File: src/xbm_params.svh
`ifndef XBM_PARAMS_SVH
`define XBM_PARAMS_SVH
`define XBM_DATA_W 32
`define XBM_ADDR_W 26
`define XBM_NCS 6
`define XBM_DRAM_ADDR_W 14
`define XBM_CS_DRAM 1
`define XBM_CS_FLASH 3
`define XBM_RST_CS1_DRAM 1'b0
`define XBM_RST_CS3_FLASH 1'b0
`define XBM_RST_LANE_HI 1'b0
`define XBM_ALE_BIT 21
`define XBM_CLE_BIT 22
`endif

File: src/xbm_pkg.sv
package xbm_pkg;
  typedef enum logic [1:0] {
    XBM_OWN_IDLE = 2'b00,
    XBM_OWN_STATIC = 2'b01,
    XBM_OWN_DRAM = 2'b10,
    XBM_OWN_FLASH = 2'b11
  } xbm_owner_t;

  typedef struct packed {
    logic [5:0] cs_n;
    logic rd_n;
    logic we_n;
    logic [3:0] bs_n;
    logic [25:0] addr;
    logic [31:0] wdata;
    logic data_oe;
    logic busy;
  } xbm_static_t;

  typedef struct packed {
    logic cs_n;
    logic ras_n;
    logic cas_n;
    logic sdwe_n;
    logic cke;
    logic [13:0] addr;
    logic [2:0] ba;
    logic [3:0] dqm;
    logic [31:0] wdata;
    logic data_oe;
    logic busy;
  } xbm_dram_t;

  typedef struct packed {
    logic ce_n;
    logic re_n;
    logic we_n;
    logic ale;
    logic cle;
    logic [7:0] wdata;
    logic data_oe;
    logic busy;
  } xbm_flash_t;

  typedef struct packed {
    logic [5:0] cs_n;
    logic rd_n;
    logic we_n;
    logic [3:0] bs_n;
    logic [25:0] addr;
    logic dram_a10;
    logic dram_cs_n;
    logic ras_n;
    logic cas_n;
    logic sdwe_n;
    logic cke;
    logic fl_ce_n;
    logic fl_re_n;
    logic fl_we_n;
    logic [31:0] dout;
    logic [31:0] doe_n;
  } xbm_pins_t;

  typedef struct packed {
    xbm_owner_t owner;
    logic cs1_dram;
    logic cs3_flash;
    logic lane_hi;
    logic [1:0] wait_sync;
    logic [31:0] din_s1;
    logic [31:0] din_s2;
    logic [7:0] fl_rdata;
    xbm_pins_t pins;
  } xbm_state_t;
endpackage

File: src/xbm_pin_mux.sv
// Overview of operation
// - Shared 16/32-bit data, 26-bit address bus.
// - Each chip select spans 64 Mbyte.
// - Static controller drives the selects not assigned to DRAM or flash.
// - Select 1 goes to DRAM or static.
// - Flash support only on select 3.
// - Eight-bit flash data path for ECC controller.
// - Pins steered by current bus owner.
// - Flash enables driven active low.
// - DRAM chip select driven active low.
// - Row and column strobes active low.
// - DRAM address bit ten on own pin.
// - Six devices, each own address space.
// - Assign bit one gives select 1 to DRAM.
// - Assign bit three activates flash logic.
// - Lane bit picks low or high data half.
// - Idle bus holds address and controls stable.
`timescale 1ns/1ps
`include "xbm_params.svh"
module xbm_pin_mux #(
  parameter int DATA_W = `XBM_DATA_W,
  parameter int ADDR_W = `XBM_ADDR_W
) (
  input wire logic clk_in,
  input wire logic rst_n_in,
  input wire logic cs1_assign_bit_in,
  input wire logic cs3_assign_bit_in,
  input wire logic flash_lane_select_in,
  input wire logic wide_bus_in,
  input wire xbm_pkg::xbm_static_t smc_in,
  input wire xbm_pkg::xbm_dram_t dram_in,
  input wire xbm_pkg::xbm_flash_t flash_in,
  input wire logic [31:0] data_pin_in,
  input wire logic external_wait_n_in,
  output logic [5:0] chip_select_n_out,
  output logic read_strobe_n_out,
  output logic write_strobe_n_out,
  output logic [3:0] byte_select_n_out,
  output logic [25:0] addr_out,
  output logic dram_addr_bit_ten_out,
  output logic dram_chip_select_n_out,
  output logic dram_ras_n_out,
  output logic dram_cas_n_out,
  output logic dram_write_n_out,
  output logic dram_clock_enable_out,
  output logic flash_chip_enable_n_out,
  output logic flash_read_enable_n_out,
  output logic flash_write_enable_n_out,
  output logic [31:0] data_pin_out,
  output logic [31:0] data_pin_oe_n_out,
  output logic [31:0] rdata_out,
  output logic [7:0] flash_rdata_out,
  output logic external_wait_n_out,
  output xbm_pkg::xbm_owner_t owner_out
);
  import xbm_pkg::*;

  initial begin
    if (DATA_W != 32 || ADDR_W != 26) begin
      $error("xbm_pin_mux serves only a 32-bit data and 26-bit address layout.");
    end
  end

  xbm_state_t s_q;
  xbm_state_t s_d;

  always_comb begin
    s_d = s_q;
    s_d.cs1_dram = cs1_assign_bit_in;
    s_d.cs3_flash = cs3_assign_bit_in;
    s_d.lane_hi = flash_lane_select_in;
    s_d.wait_sync = {s_q.wait_sync[0], external_wait_n_in};
    s_d.din_s1 = data_pin_in;
    s_d.din_s2 = s_q.din_s1;
    // flash read lane
    // The lane pick reads the second stage only, so it costs one cycle of latency.
    s_d.fl_rdata = s_q.lane_hi ? s_q.din_s2[23:16] : s_q.din_s2[7:0];
    // owner handover
    // An owner keeps the pins until its busy drops, so float times are respected.
    case (s_q.owner)
      XBM_OWN_IDLE: begin
        if (dram_in.busy && s_q.cs1_dram) begin
          s_d.owner = XBM_OWN_DRAM;
        end else if (flash_in.busy && s_q.cs3_flash) begin
          s_d.owner = XBM_OWN_FLASH;
        end else if (smc_in.busy) begin
          s_d.owner = XBM_OWN_STATIC;
        end
      end
      XBM_OWN_STATIC: begin
        if (!smc_in.busy) begin
          s_d.owner = XBM_OWN_IDLE;
        end
      end
      XBM_OWN_DRAM: begin
        if (!dram_in.busy) begin
          s_d.owner = XBM_OWN_IDLE;
        end
      end
      XBM_OWN_FLASH: begin
        if (!flash_in.busy) begin
          s_d.owner = XBM_OWN_IDLE;
        end
      end
      default: begin
        s_d.owner = XBM_OWN_IDLE;
      end
    endcase
    // idle holds stable
    // Address keeps its last value; strobes and selects return inactive.
    s_d.pins.cs_n = '1;
    s_d.pins.rd_n = 1'b1;
    s_d.pins.we_n = 1'b1;
    s_d.pins.bs_n = '1;
    s_d.pins.dram_cs_n = 1'b1;
    s_d.pins.ras_n = 1'b1;
    s_d.pins.cas_n = 1'b1;
    s_d.pins.sdwe_n = 1'b1;
    s_d.pins.fl_ce_n = 1'b1;
    s_d.pins.fl_re_n = 1'b1;
    s_d.pins.fl_we_n = 1'b1;
    s_d.pins.doe_n = '1;
    // DRAM keeps clock enable level even when it does not own the bus.
    s_d.pins.cke = dram_in.cke;
    case (s_q.owner)
      XBM_OWN_STATIC: begin
        s_d.pins.cs_n = smc_in.cs_n;
        if (s_q.cs1_dram) begin
          s_d.pins.cs_n[`XBM_CS_DRAM] = 1'b1;
        end
        if (s_q.cs3_flash) begin
          s_d.pins.cs_n[`XBM_CS_FLASH] = 1'b1;
        end
        s_d.pins.rd_n = smc_in.rd_n;
        s_d.pins.we_n = smc_in.we_n;
        s_d.pins.bs_n = smc_in.bs_n;
        s_d.pins.addr = smc_in.addr;
        s_d.pins.dout = smc_in.wdata;
        s_d.pins.doe_n = wide_bus_in ? {32{~smc_in.data_oe}}
                                     : {16'hffff, {16{~smc_in.data_oe}}};
      end
      XBM_OWN_DRAM: begin
        s_d.pins.dram_cs_n = dram_in.cs_n;
        s_d.pins.ras_n = dram_in.ras_n;
        s_d.pins.cas_n = dram_in.cas_n;
        s_d.pins.sdwe_n = dram_in.sdwe_n;
        s_d.pins.dram_a10 = dram_in.addr[10];
        s_d.pins.addr[11:2] = dram_in.addr[9:0];
        s_d.pins.addr[15:13] = dram_in.addr[13:11];
        s_d.pins.addr[18:16] = dram_in.ba;
        s_d.pins.bs_n[1] = dram_in.dqm[1];
        s_d.pins.bs_n[2] = dram_in.dqm[2];
        s_d.pins.bs_n[3] = dram_in.dqm[3];
        s_d.pins.dout = dram_in.wdata;
        s_d.pins.doe_n = wide_bus_in ? {32{~dram_in.data_oe}}
                                     : {16'hffff, {16{~dram_in.data_oe}}};
      end
      XBM_OWN_FLASH: begin
        s_d.pins.fl_ce_n = flash_in.ce_n;
        s_d.pins.fl_re_n = flash_in.re_n;
        s_d.pins.fl_we_n = flash_in.we_n;
        s_d.pins.addr[`XBM_ALE_BIT] = flash_in.ale;
        s_d.pins.addr[`XBM_CLE_BIT] = flash_in.cle;
        if (s_q.lane_hi) begin
          s_d.pins.dout[23:16] = flash_in.wdata;
          s_d.pins.doe_n[23:16] = {8{~flash_in.data_oe}};
        end else begin
          s_d.pins.dout[7:0] = flash_in.wdata;
          s_d.pins.doe_n[7:0] = {8{~flash_in.data_oe}};
        end
      end
      default: begin
      end
    endcase
    if (!rst_n_in) begin
      s_d = '0;
      s_d.owner = XBM_OWN_IDLE;
      s_d.cs1_dram = `XBM_RST_CS1_DRAM;
      s_d.cs3_flash = `XBM_RST_CS3_FLASH;
      s_d.lane_hi = `XBM_RST_LANE_HI;
      s_d.wait_sync = 2'b11;
      s_d.pins.cs_n = '1;
      s_d.pins.rd_n = 1'b1;
      s_d.pins.we_n = 1'b1;
      s_d.pins.bs_n = '1;
      s_d.pins.dram_cs_n = 1'b1;
      s_d.pins.ras_n = 1'b1;
      s_d.pins.cas_n = 1'b1;
      s_d.pins.sdwe_n = 1'b1;
      s_d.pins.fl_ce_n = 1'b1;
      s_d.pins.fl_re_n = 1'b1;
      s_d.pins.fl_we_n = 1'b1;
      s_d.pins.doe_n = '1;
    end
  end

  always_ff @(posedge clk_in) begin
    s_q <= s_d;
  end

  assign chip_select_n_out = s_q.pins.cs_n;
  assign read_strobe_n_out = s_q.pins.rd_n;
  assign write_strobe_n_out = s_q.pins.we_n;
  assign byte_select_n_out = s_q.pins.bs_n;
  assign addr_out = s_q.pins.addr;
  assign dram_addr_bit_ten_out = s_q.pins.dram_a10;
  assign dram_chip_select_n_out = s_q.pins.dram_cs_n;
  assign dram_ras_n_out = s_q.pins.ras_n;
  assign dram_cas_n_out = s_q.pins.cas_n;
  assign dram_write_n_out = s_q.pins.sdwe_n;
  assign dram_clock_enable_out = s_q.pins.cke;
  assign flash_chip_enable_n_out = s_q.pins.fl_ce_n;
  assign flash_read_enable_n_out = s_q.pins.fl_re_n;
  assign flash_write_enable_n_out = s_q.pins.fl_we_n;
  assign data_pin_out = s_q.pins.dout;
  assign data_pin_oe_n_out = s_q.pins.doe_n;
  assign rdata_out = s_q.din_s2;
  assign flash_rdata_out = s_q.fl_rdata;
  assign external_wait_n_out = s_q.wait_sync[1];
  assign owner_out = s_q.owner;
endmodule // xbm_pin_mux

File: config.mk
export PLATFORM = sky130hd
export DESIGN_NAME = xbm_pin_mux
export DESIGN_NICKNAME = d
export VERILOG_FILES = /design/src/xbm_pkg.sv /design/src/xbm_pin_mux.sv
export VERILOG_INCLUDE_DIRS = /design/src
export SDC_FILE = /design/constraint.sdc
export NUM_CORES = 1
export LEC_CHECK = 0
export BUFFER_PORTS_ARGS = -buffer_cell sky130_fd_sc_hd__buf_2
export CAP_MARGIN = 40
export CORE_AREA = 2 2 131 133
export CTS_BUF_LIST = sky130_fd_sc_hd__clkbuf_2 sky130_fd_sc_hd__clkbuf_4 sky130_fd_sc_hd__clkbuf_8
export CTS_CLUSTER_DIAMETER = 50
export CTS_CLUSTER_SIZE = 8
export DETAILED_ROUTE_END_ITERATION = 10
export DIE_AREA = 0 0 133 135
export HOLD_SLACK_MARGIN = 0.08
export PLACE_DENSITY = 0.74
export SLEW_MARGIN = 20
export SYNTH_ARGS = -nofsm -noshare
export SYNTH_HDL_FRONTEND = slang
export SYNTH_SLANG_ARGS = --single-unit
File: constraint.sdc
create_clock -name clk_in -period 2.45 [get_ports clk_in]
set_input_delay 0.1225 -clock clk_in [delete_from_list [all_inputs] [get_ports clk_in]]
set_output_delay 0.1225 -clock clk_in [all_outputs]
set_load 0.1 [all_outputs]
==> results of run 1 <==
-- registers in the layout, indices dropped and copies added (netlist names), 2 cells and up --
register and count:
byte_select_n_out 4, data_pin_oe_n_out 4, chip_select_n_out 6, s_q 36
rdata_out 32, data_pin_out 32, owner_out 2, flash_rdata_out 8
addr_out 26
-- tightest hold or removal path: stages --
cell     delay (ns)
buf_2          0.07
and2b_1        0.11
a311o_1        0.11
a32o_1         0.15
-- report_power, final --
| group | switching [mW] | total [mW] | internal [mW] |
|---|---|---|---|
| combinational | 2.73 | 3.59 | 0.862 |
| clock | 1.14 | 2.01 | 0.871 |
| sequential | 0.137 | 3.03 | 2.89 |
-- cell families (layout without fill, tap and decap cells) --
kind of cell	count (synthesis)	count (layout)	synth area share
AO/OA/AOI/OAI	84	84	0.108
other	0	2	0
adder cells (fa/ha/maj)	8	8	0.0144
buffers and inverters	188	578	0.181
flip-flops	162	162	0.465
AND/OR/NAND/NOR	196	196	0.159
multiplexers	51	51	0.0732
-- synth_stat cells, drive strengths merged --
cell	n
dfxtp	162
buf	160
and2	70
mux2i	51
nand2	51
o211a	32
nor2b	26
clkbuf	21
nand3b	14
or2	14
a32o	9
a22o	8
ha	8
a2111oi	7
inv	7
nor3	7
o21ai	7
a311o	6
or3	4
a21oi	3
a221o	3
and2b	3
nand2b	3
nor2	3
a211o	1
a222oi	1
a22oi	1
a311oi	1
a31o	1
a31oi	1
nor4b	1
o211ai	1
o21a	1
o21bai	1
-- what timing repair did --
action                                 4_1_cts  5_1_grt
setup endpoints to repair                    0        8
endpoints found under the hold margin      121        0
hold buffers                               190        0
resized for setup                            0        3
-- worst max path at each step --
stage / to / slack (ns) / cells after the start
2_1_floorplan: owner_out[1]$_SDFFE_PN0P_ / 0.61 / 6
6_report: flash_chip_enable_n_out$_SDFF_PN1_ / 0.05 / 4
5_1_grt: flash_write_enable_n_out$_SDFF_PN1_ / 0.0002 / 4
3_3_place_gp: data_pin_out[7]$_SDFFE_PN0P_ / 0.34 / 4
3_5_place_dp: data_pin_out[23]$_SDFFE_PN0P_ / 0.28 / 4
4_1_cts: dram_write_n_out$_SDFF_PN1_ / 0.03 / 6
-- per-stage QoR --
| stage | util | power, mW |
|---|---|---|
| 6_report | 0.620 | 8.64 |
| 5_1_grt | 0.620 | 8.96 |
| 4_1_cts | 0.618 | 8.67 |
| 3_5_place_dp | 0.477 | 6.36 |
| 3_3_place_gp | 0.477 | 6.34 |
| 2_1_floorplan | - | 6.16 |
-- cell type report --
class,count,share of cell area
antenna,2,0.000492
clock buffer,17,0.0230
clock inverter,15,0.0186
inverter,7,0.00258
multi-input combinational,339,0.244
sequential,162,0.319
tap,220,0.0271
timing repair buffer,539,0.365
-- routing by layer --
metal,track usage,vias to the layer above,part of all wire
met5,0,-,0
met4,0.131,0,0.045
met3,0.0649,73,0.078
met2,0.398,312,0.51
met1,0.213,2810,0.36
li1,-,2925,-
==> out/metrics.cfg, run 1 <==
[job]
max-cap-violations = 0

[logic_synthesis]
ys_seq_area_frac = 0.465
syn_inst = 689
ys_types = 38
syn_avg_cell_area_um2 = 10.1
yosys_warnings = 0
synth_top_area_frac = 0.465
synthTopCellsByArea = dfxtp_1 46%, buf_4 15%, mux2i_1 7.3%
yosys_register_bits = 162
synth_top_area_cell = dfxtp_1
synth_area_um2 = 6980
synth_fp_nets = 883

[hold_path]
hp-start = smc_in[3]
whs_endpoint = data_pin_out[1]$_SDFFE_PN0P_
min_path_type = in -> reg
whs_path_depth = 4

[place]
dp_hpwl_um = 12200
port_buffers = 338
dpl_cell_area_um2 = 7820
dp_cells = 1077
dp_slack_ns = 0.280
place_congestion = 0.780

[final_layout]
final_area_um2 = 10200
final_common_cell = buf_2
drive_gt1_frac = 0.371
num-fill-cells = 1289
regArea_um2 = 3240
multi_input_area_um2 = 2480
final_cell_count_no_fill = 1301
nNetsFinal = 1260
final_cell_mix = 337 x buf_2, 190 x dlygate4sd3_1, 162 x dfxtp_1
area_growth_pct = 45.7

[floorplan]
start_util = 0.425
fp.dieH_um = 135
ios = 340
row_count = 47
dieArea_um2 = 18000
die_w_um = 133
core_um2 = 16400

[power_and_ir_drop]
ir_drop_v = 0.000499
cellPowerDensity_nw_per_um2 = 850
leakage_nw = 4.76

[critical_path]
rr_startpoint = owner_out[0]$_SDFFE_PN0P_
cpPeakStageDelay_ns = 0.65
arrival_ns = 2.75
crit_chain = ha_1 > nand2_1 > or2_2 > dlygate4sd3_1
r2r_end = flash_chip_enable_n_out$_SDFF_PN1_
cp_num_buf_inv = 1
end_kind = flop
critPathTopFamily = adder cells
r2r_cells = 4
slowest_stage = ha_1
start_kind = flop
crit_fanout = 18
r2r_setup_slack_ns = 0.05
cp-startpoint = owner_out[0]$_SDFFE_PN0P_
crit_type = reg -> reg
required_ns = 2.80

[global_routing]
grt_pass1_vias = 6382
grt_overflow = 0
grt_max_degree = 69
grt_use_total = 0.216
grt_pass1_wl_um = 30600
antenna_found_initial = 2

[timing]
tightestPinTransition_ns = 0.796
holdWs_ns = 0.131
final_hold_viol_count = 0
relSlewSlack = 0.470
fmax_mhz = 416
setup_slack_ns = 0.0472
layout_min_cycle_time_ns = 2.40
finalMaxSlewViolations = 0
rsz0062_at_grt = false
finalCritPeriodShare = 0.981
skew_ns = 0.0145
tns_ns = 0
setup_violations = 0

[clocking]
clkSinkCount = 162
cts_max_level = 4
clk_path_buf_depth = 2
cts_made_buffers = 17
clk_pin_slew_ns = 0.10
cts_setup_buffers = 0
cts_tree = done
cts_root_buf = clkbuf_8
clkLatencyLatePin_ns = 0.46

[detailed_routing]
drtIter0Drc = 241
drtPass1Iterations = 5
routed_wl_um = 19900
via_count = 6120
drcViolationCount = 0
via_per_inst = 4.70
route.antenna.remaining_nets = 0
routedWlPerCell_um = 15.3

[run_status]
status = complete, no violations

Power figures use the tool's default switching activity.
==> run 2: changes to the inputs <==
--- a/config.mk
+++ b/config.mk
@@ -12,3 +12,3 @@
 export CTS_BUF_LIST = sky130_fd_sc_hd__clkbuf_2 sky130_fd_sc_hd__clkbuf_4 sky130_fd_sc_hd__clkbuf_8
-export CTS_CLUSTER_DIAMETER = 50
+export CTS_CLUSTER_DIAMETER = 150
 export CTS_CLUSTER_SIZE = 8
==> constraint.sdc (replaced) <==
create_clock -name clk_in -period 2.45 [get_ports clk_in]
set_input_delay 0.49 -clock clk_in [delete_from_list [all_inputs] [get_ports clk_in]]
set_output_delay 0.49 -clock clk_in [all_outputs]
set_load 0.1 [all_outputs]
==> out/metrics.cfg, run 2 (synthesized netlist as in run 1, its figures left out) <==
[critical_path]
start_kind = flop
required_ns = 2.79  ; about the same
crit_fanout = 16  ; -2
end_kind = flop
arrival_ns = 2.45  ; -0.30 ns
crit_type = reg -> reg
r2r_cells = 5  ; +1

[power_and_ir_drop]
clkPwrFrac = 0.229  ; -0.004
cellPowerDensity_nw_per_um2 = 992  ; +17%
p_int_mw = 4.29  ; -7.2%
finalPower_mw = 8.15  ; -5.6%
power.switching_mw = 3.86  ; -3.8%
ir_drop_v = 0.000635  ; +27%
p_seq_frac = 0.371  ; +0.020
leakage_nw = 4.00  ; -16%
pwr-share-comb = 0.400  ; -0.016
switching_share = 0.473  ; +0.00883

[detailed_routing]
drcViolationCount = 0  ; unchanged
route.antenna.remaining_nets = 0  ; unchanged
via_per_inst = 4.63  ; -1.6%
drtIter0Drc = 236  ; -2.1%
drtPass1Iterations = 4  ; -1
routed_wl_um = 16000  ; -20%
via_count = 5144  ; -16%
routedWlPerCell_um = 14.4  ; -5.8%

[timing]
finalCritPeriodShare = 0.864  ; -0.117
holdWs_ns = 0.213  ; +0.0816 ns
setup_violations = 0  ; unchanged
tightestPinTransition_ns = 0.717  ; -0.0786 ns
relSlewSlack = 0.522  ; +0.0524
fmax_mhz = 473  ; +14%
layout_min_cycle_time_ns = 2.12  ; -0.287 ns
rsz0062_at_grt = false
skew_ns = 0.0151  ; +0.000610 ns
final_hold_viol_count = 0  ; unchanged
finalMaxSlewViolations = 0  ; unchanged
tns_ns = 0  ; unchanged
setup_slack_ns = 0.334  ; +0.287 ns

[place]
dp_hpwl_um = 12100  ; -0.52%
dpl_cell_area_um2 = 7820  ; unchanged
place_congestion = 0.785  ; +0.62%
port_buffers = 338  ; unchanged
dp_cells = 1077  ; unchanged
dp_slack_ns = 0.322  ; +0.0427 ns

[clocking]
cts_setup_buffers = 0  ; unchanged
clkLatencyLatePin_ns = 0.45  ; about the same
cts_made_buffers = 17  ; unchanged
cts_max_level = 4  ; unchanged
cts_tree = done
cts_root_buf = clkbuf_8
clk_pin_slew_ns = 0.10  ; about the same
clk_path_buf_depth = 2  ; unchanged
clkSinkCount = 162  ; unchanged
cts_resized = 0  ; unchanged
hold_buffers = 0  ; -100%

[hold_path]
min_path_type = in -> reg
whs_path_depth = 2  ; -2

[run_status]
status = complete, no violations

[final_layout]
final_common_cell = buf_2
drive_gt1_frac = 0.448  ; +0.0770
nNetsFinal = 1070  ; -15%
largest_reg_flops = 36  ; unchanged
final_area_um2 = 8210  ; -19%
largest_register = s_q
multi_input_area_um2 = 2480  ; -0.35%
final_cell_count_no_fill = 1111  ; -15%
final_cell_mix = 337 x buf_2, 162 x dfxtp_1, 70 x and2_1
area_growth_pct = 17.7
num-fill-cells = 1558  ; +21%
regArea_um2 = 3240  ; unchanged
finish.utilization = 0.501  ; -0.119

[floorplan]
row_count = 47  ; unchanged
fp.dieH_um = 135  ; unchanged
dieArea_um2 = 18000  ; unchanged
start_util = 0.425  ; unchanged
die_w_um = 133  ; unchanged
ios = 340  ; unchanged
core_um2 = 16400  ; unchanged

[global_routing]
gr-usage-met1 = 0.190  ; -0.0234
grt_pass1_vias = 4872  ; -24%
grt_max_degree = 65  ; -5.8%
met3_usage = 0.0676  ; +0.00263
met2_usage = 0.300  ; -0.0987
grt_pass1_wl_um = 24300  ; -20%
grt_use_total = 0.174  ; -0.0415
top_usage_layer = met2
grt_overflow = 0  ; unchanged
antenna_found_initial = 1  ; -1

[job]
max-cap-violations = 0  ; unchanged

## run 2: cell types whose count changed in the layout (fill, tap and decap cells not counted), sizes merged
cell         previous run  this run
clkbuf                 17        19
dlygate4sd3           190         0
bufinv                  1         0
clkinvlp                0         2
clkinv                  8         3
inv                    13        15
## run 2: layer usage
metal  vias to the layer above  part of all wire
li1                       2549                 -
met1                      2325              0.39
met2                       233              0.50
met3                        37             0.089
met4                         0             0.026
met5                         -                 0
## run 2: critical path: stages (launching register included)
cell	delay, ns
dfxtp_1	0.40
ha_1	0.42
buf_4	0.27
a222oi_1	0.51
o21ai_1	0.14
a32o_1	0.28
## run 2: worst paths after layout
kind,start,to,slack [ns]
worst max-delay path,owner_out[0]$_SDFFE_PN0P_,owner_out[1]$_SDFFE_PN0P_,0.33
worst min-delay path,dram_in[59],dram_chip_select_n_out$_SDFF_PN1_,0.21
worst max register to register,owner_out[0]$_SDFFE_PN0P_,owner_out[1]$_SDFFE_PN0P_,0.33
worst min register to register,s_q[183]$_SDFF_PN1_,external_wait_n_out$_SDFF_PN1_,0.42
## run 2: power by group through the flow
stage               Combinational, mW  Sequential, mW  Clock [mW]
global route                     3.39            3.05        2.07
global placement                 3.26            3.07           0
detailed placement               3.28            3.08           0
finish                           3.26            3.02        1.87
CTS                              3.28            3.02        1.94
floorplan                        3.06            3.10           0
## run 2: layout make-up
cell class                      count  share of cell area
Antenna cell                        2            0.000609
Clock buffer                       19              0.0303
Clock inverter                     13              0.0166
Inverter                            7             0.00320
Multi-Input combinational cell    339               0.301
Sequential cell                   162               0.395
Tap cell                          220              0.0335
Timing Repair Buffer              349               0.219
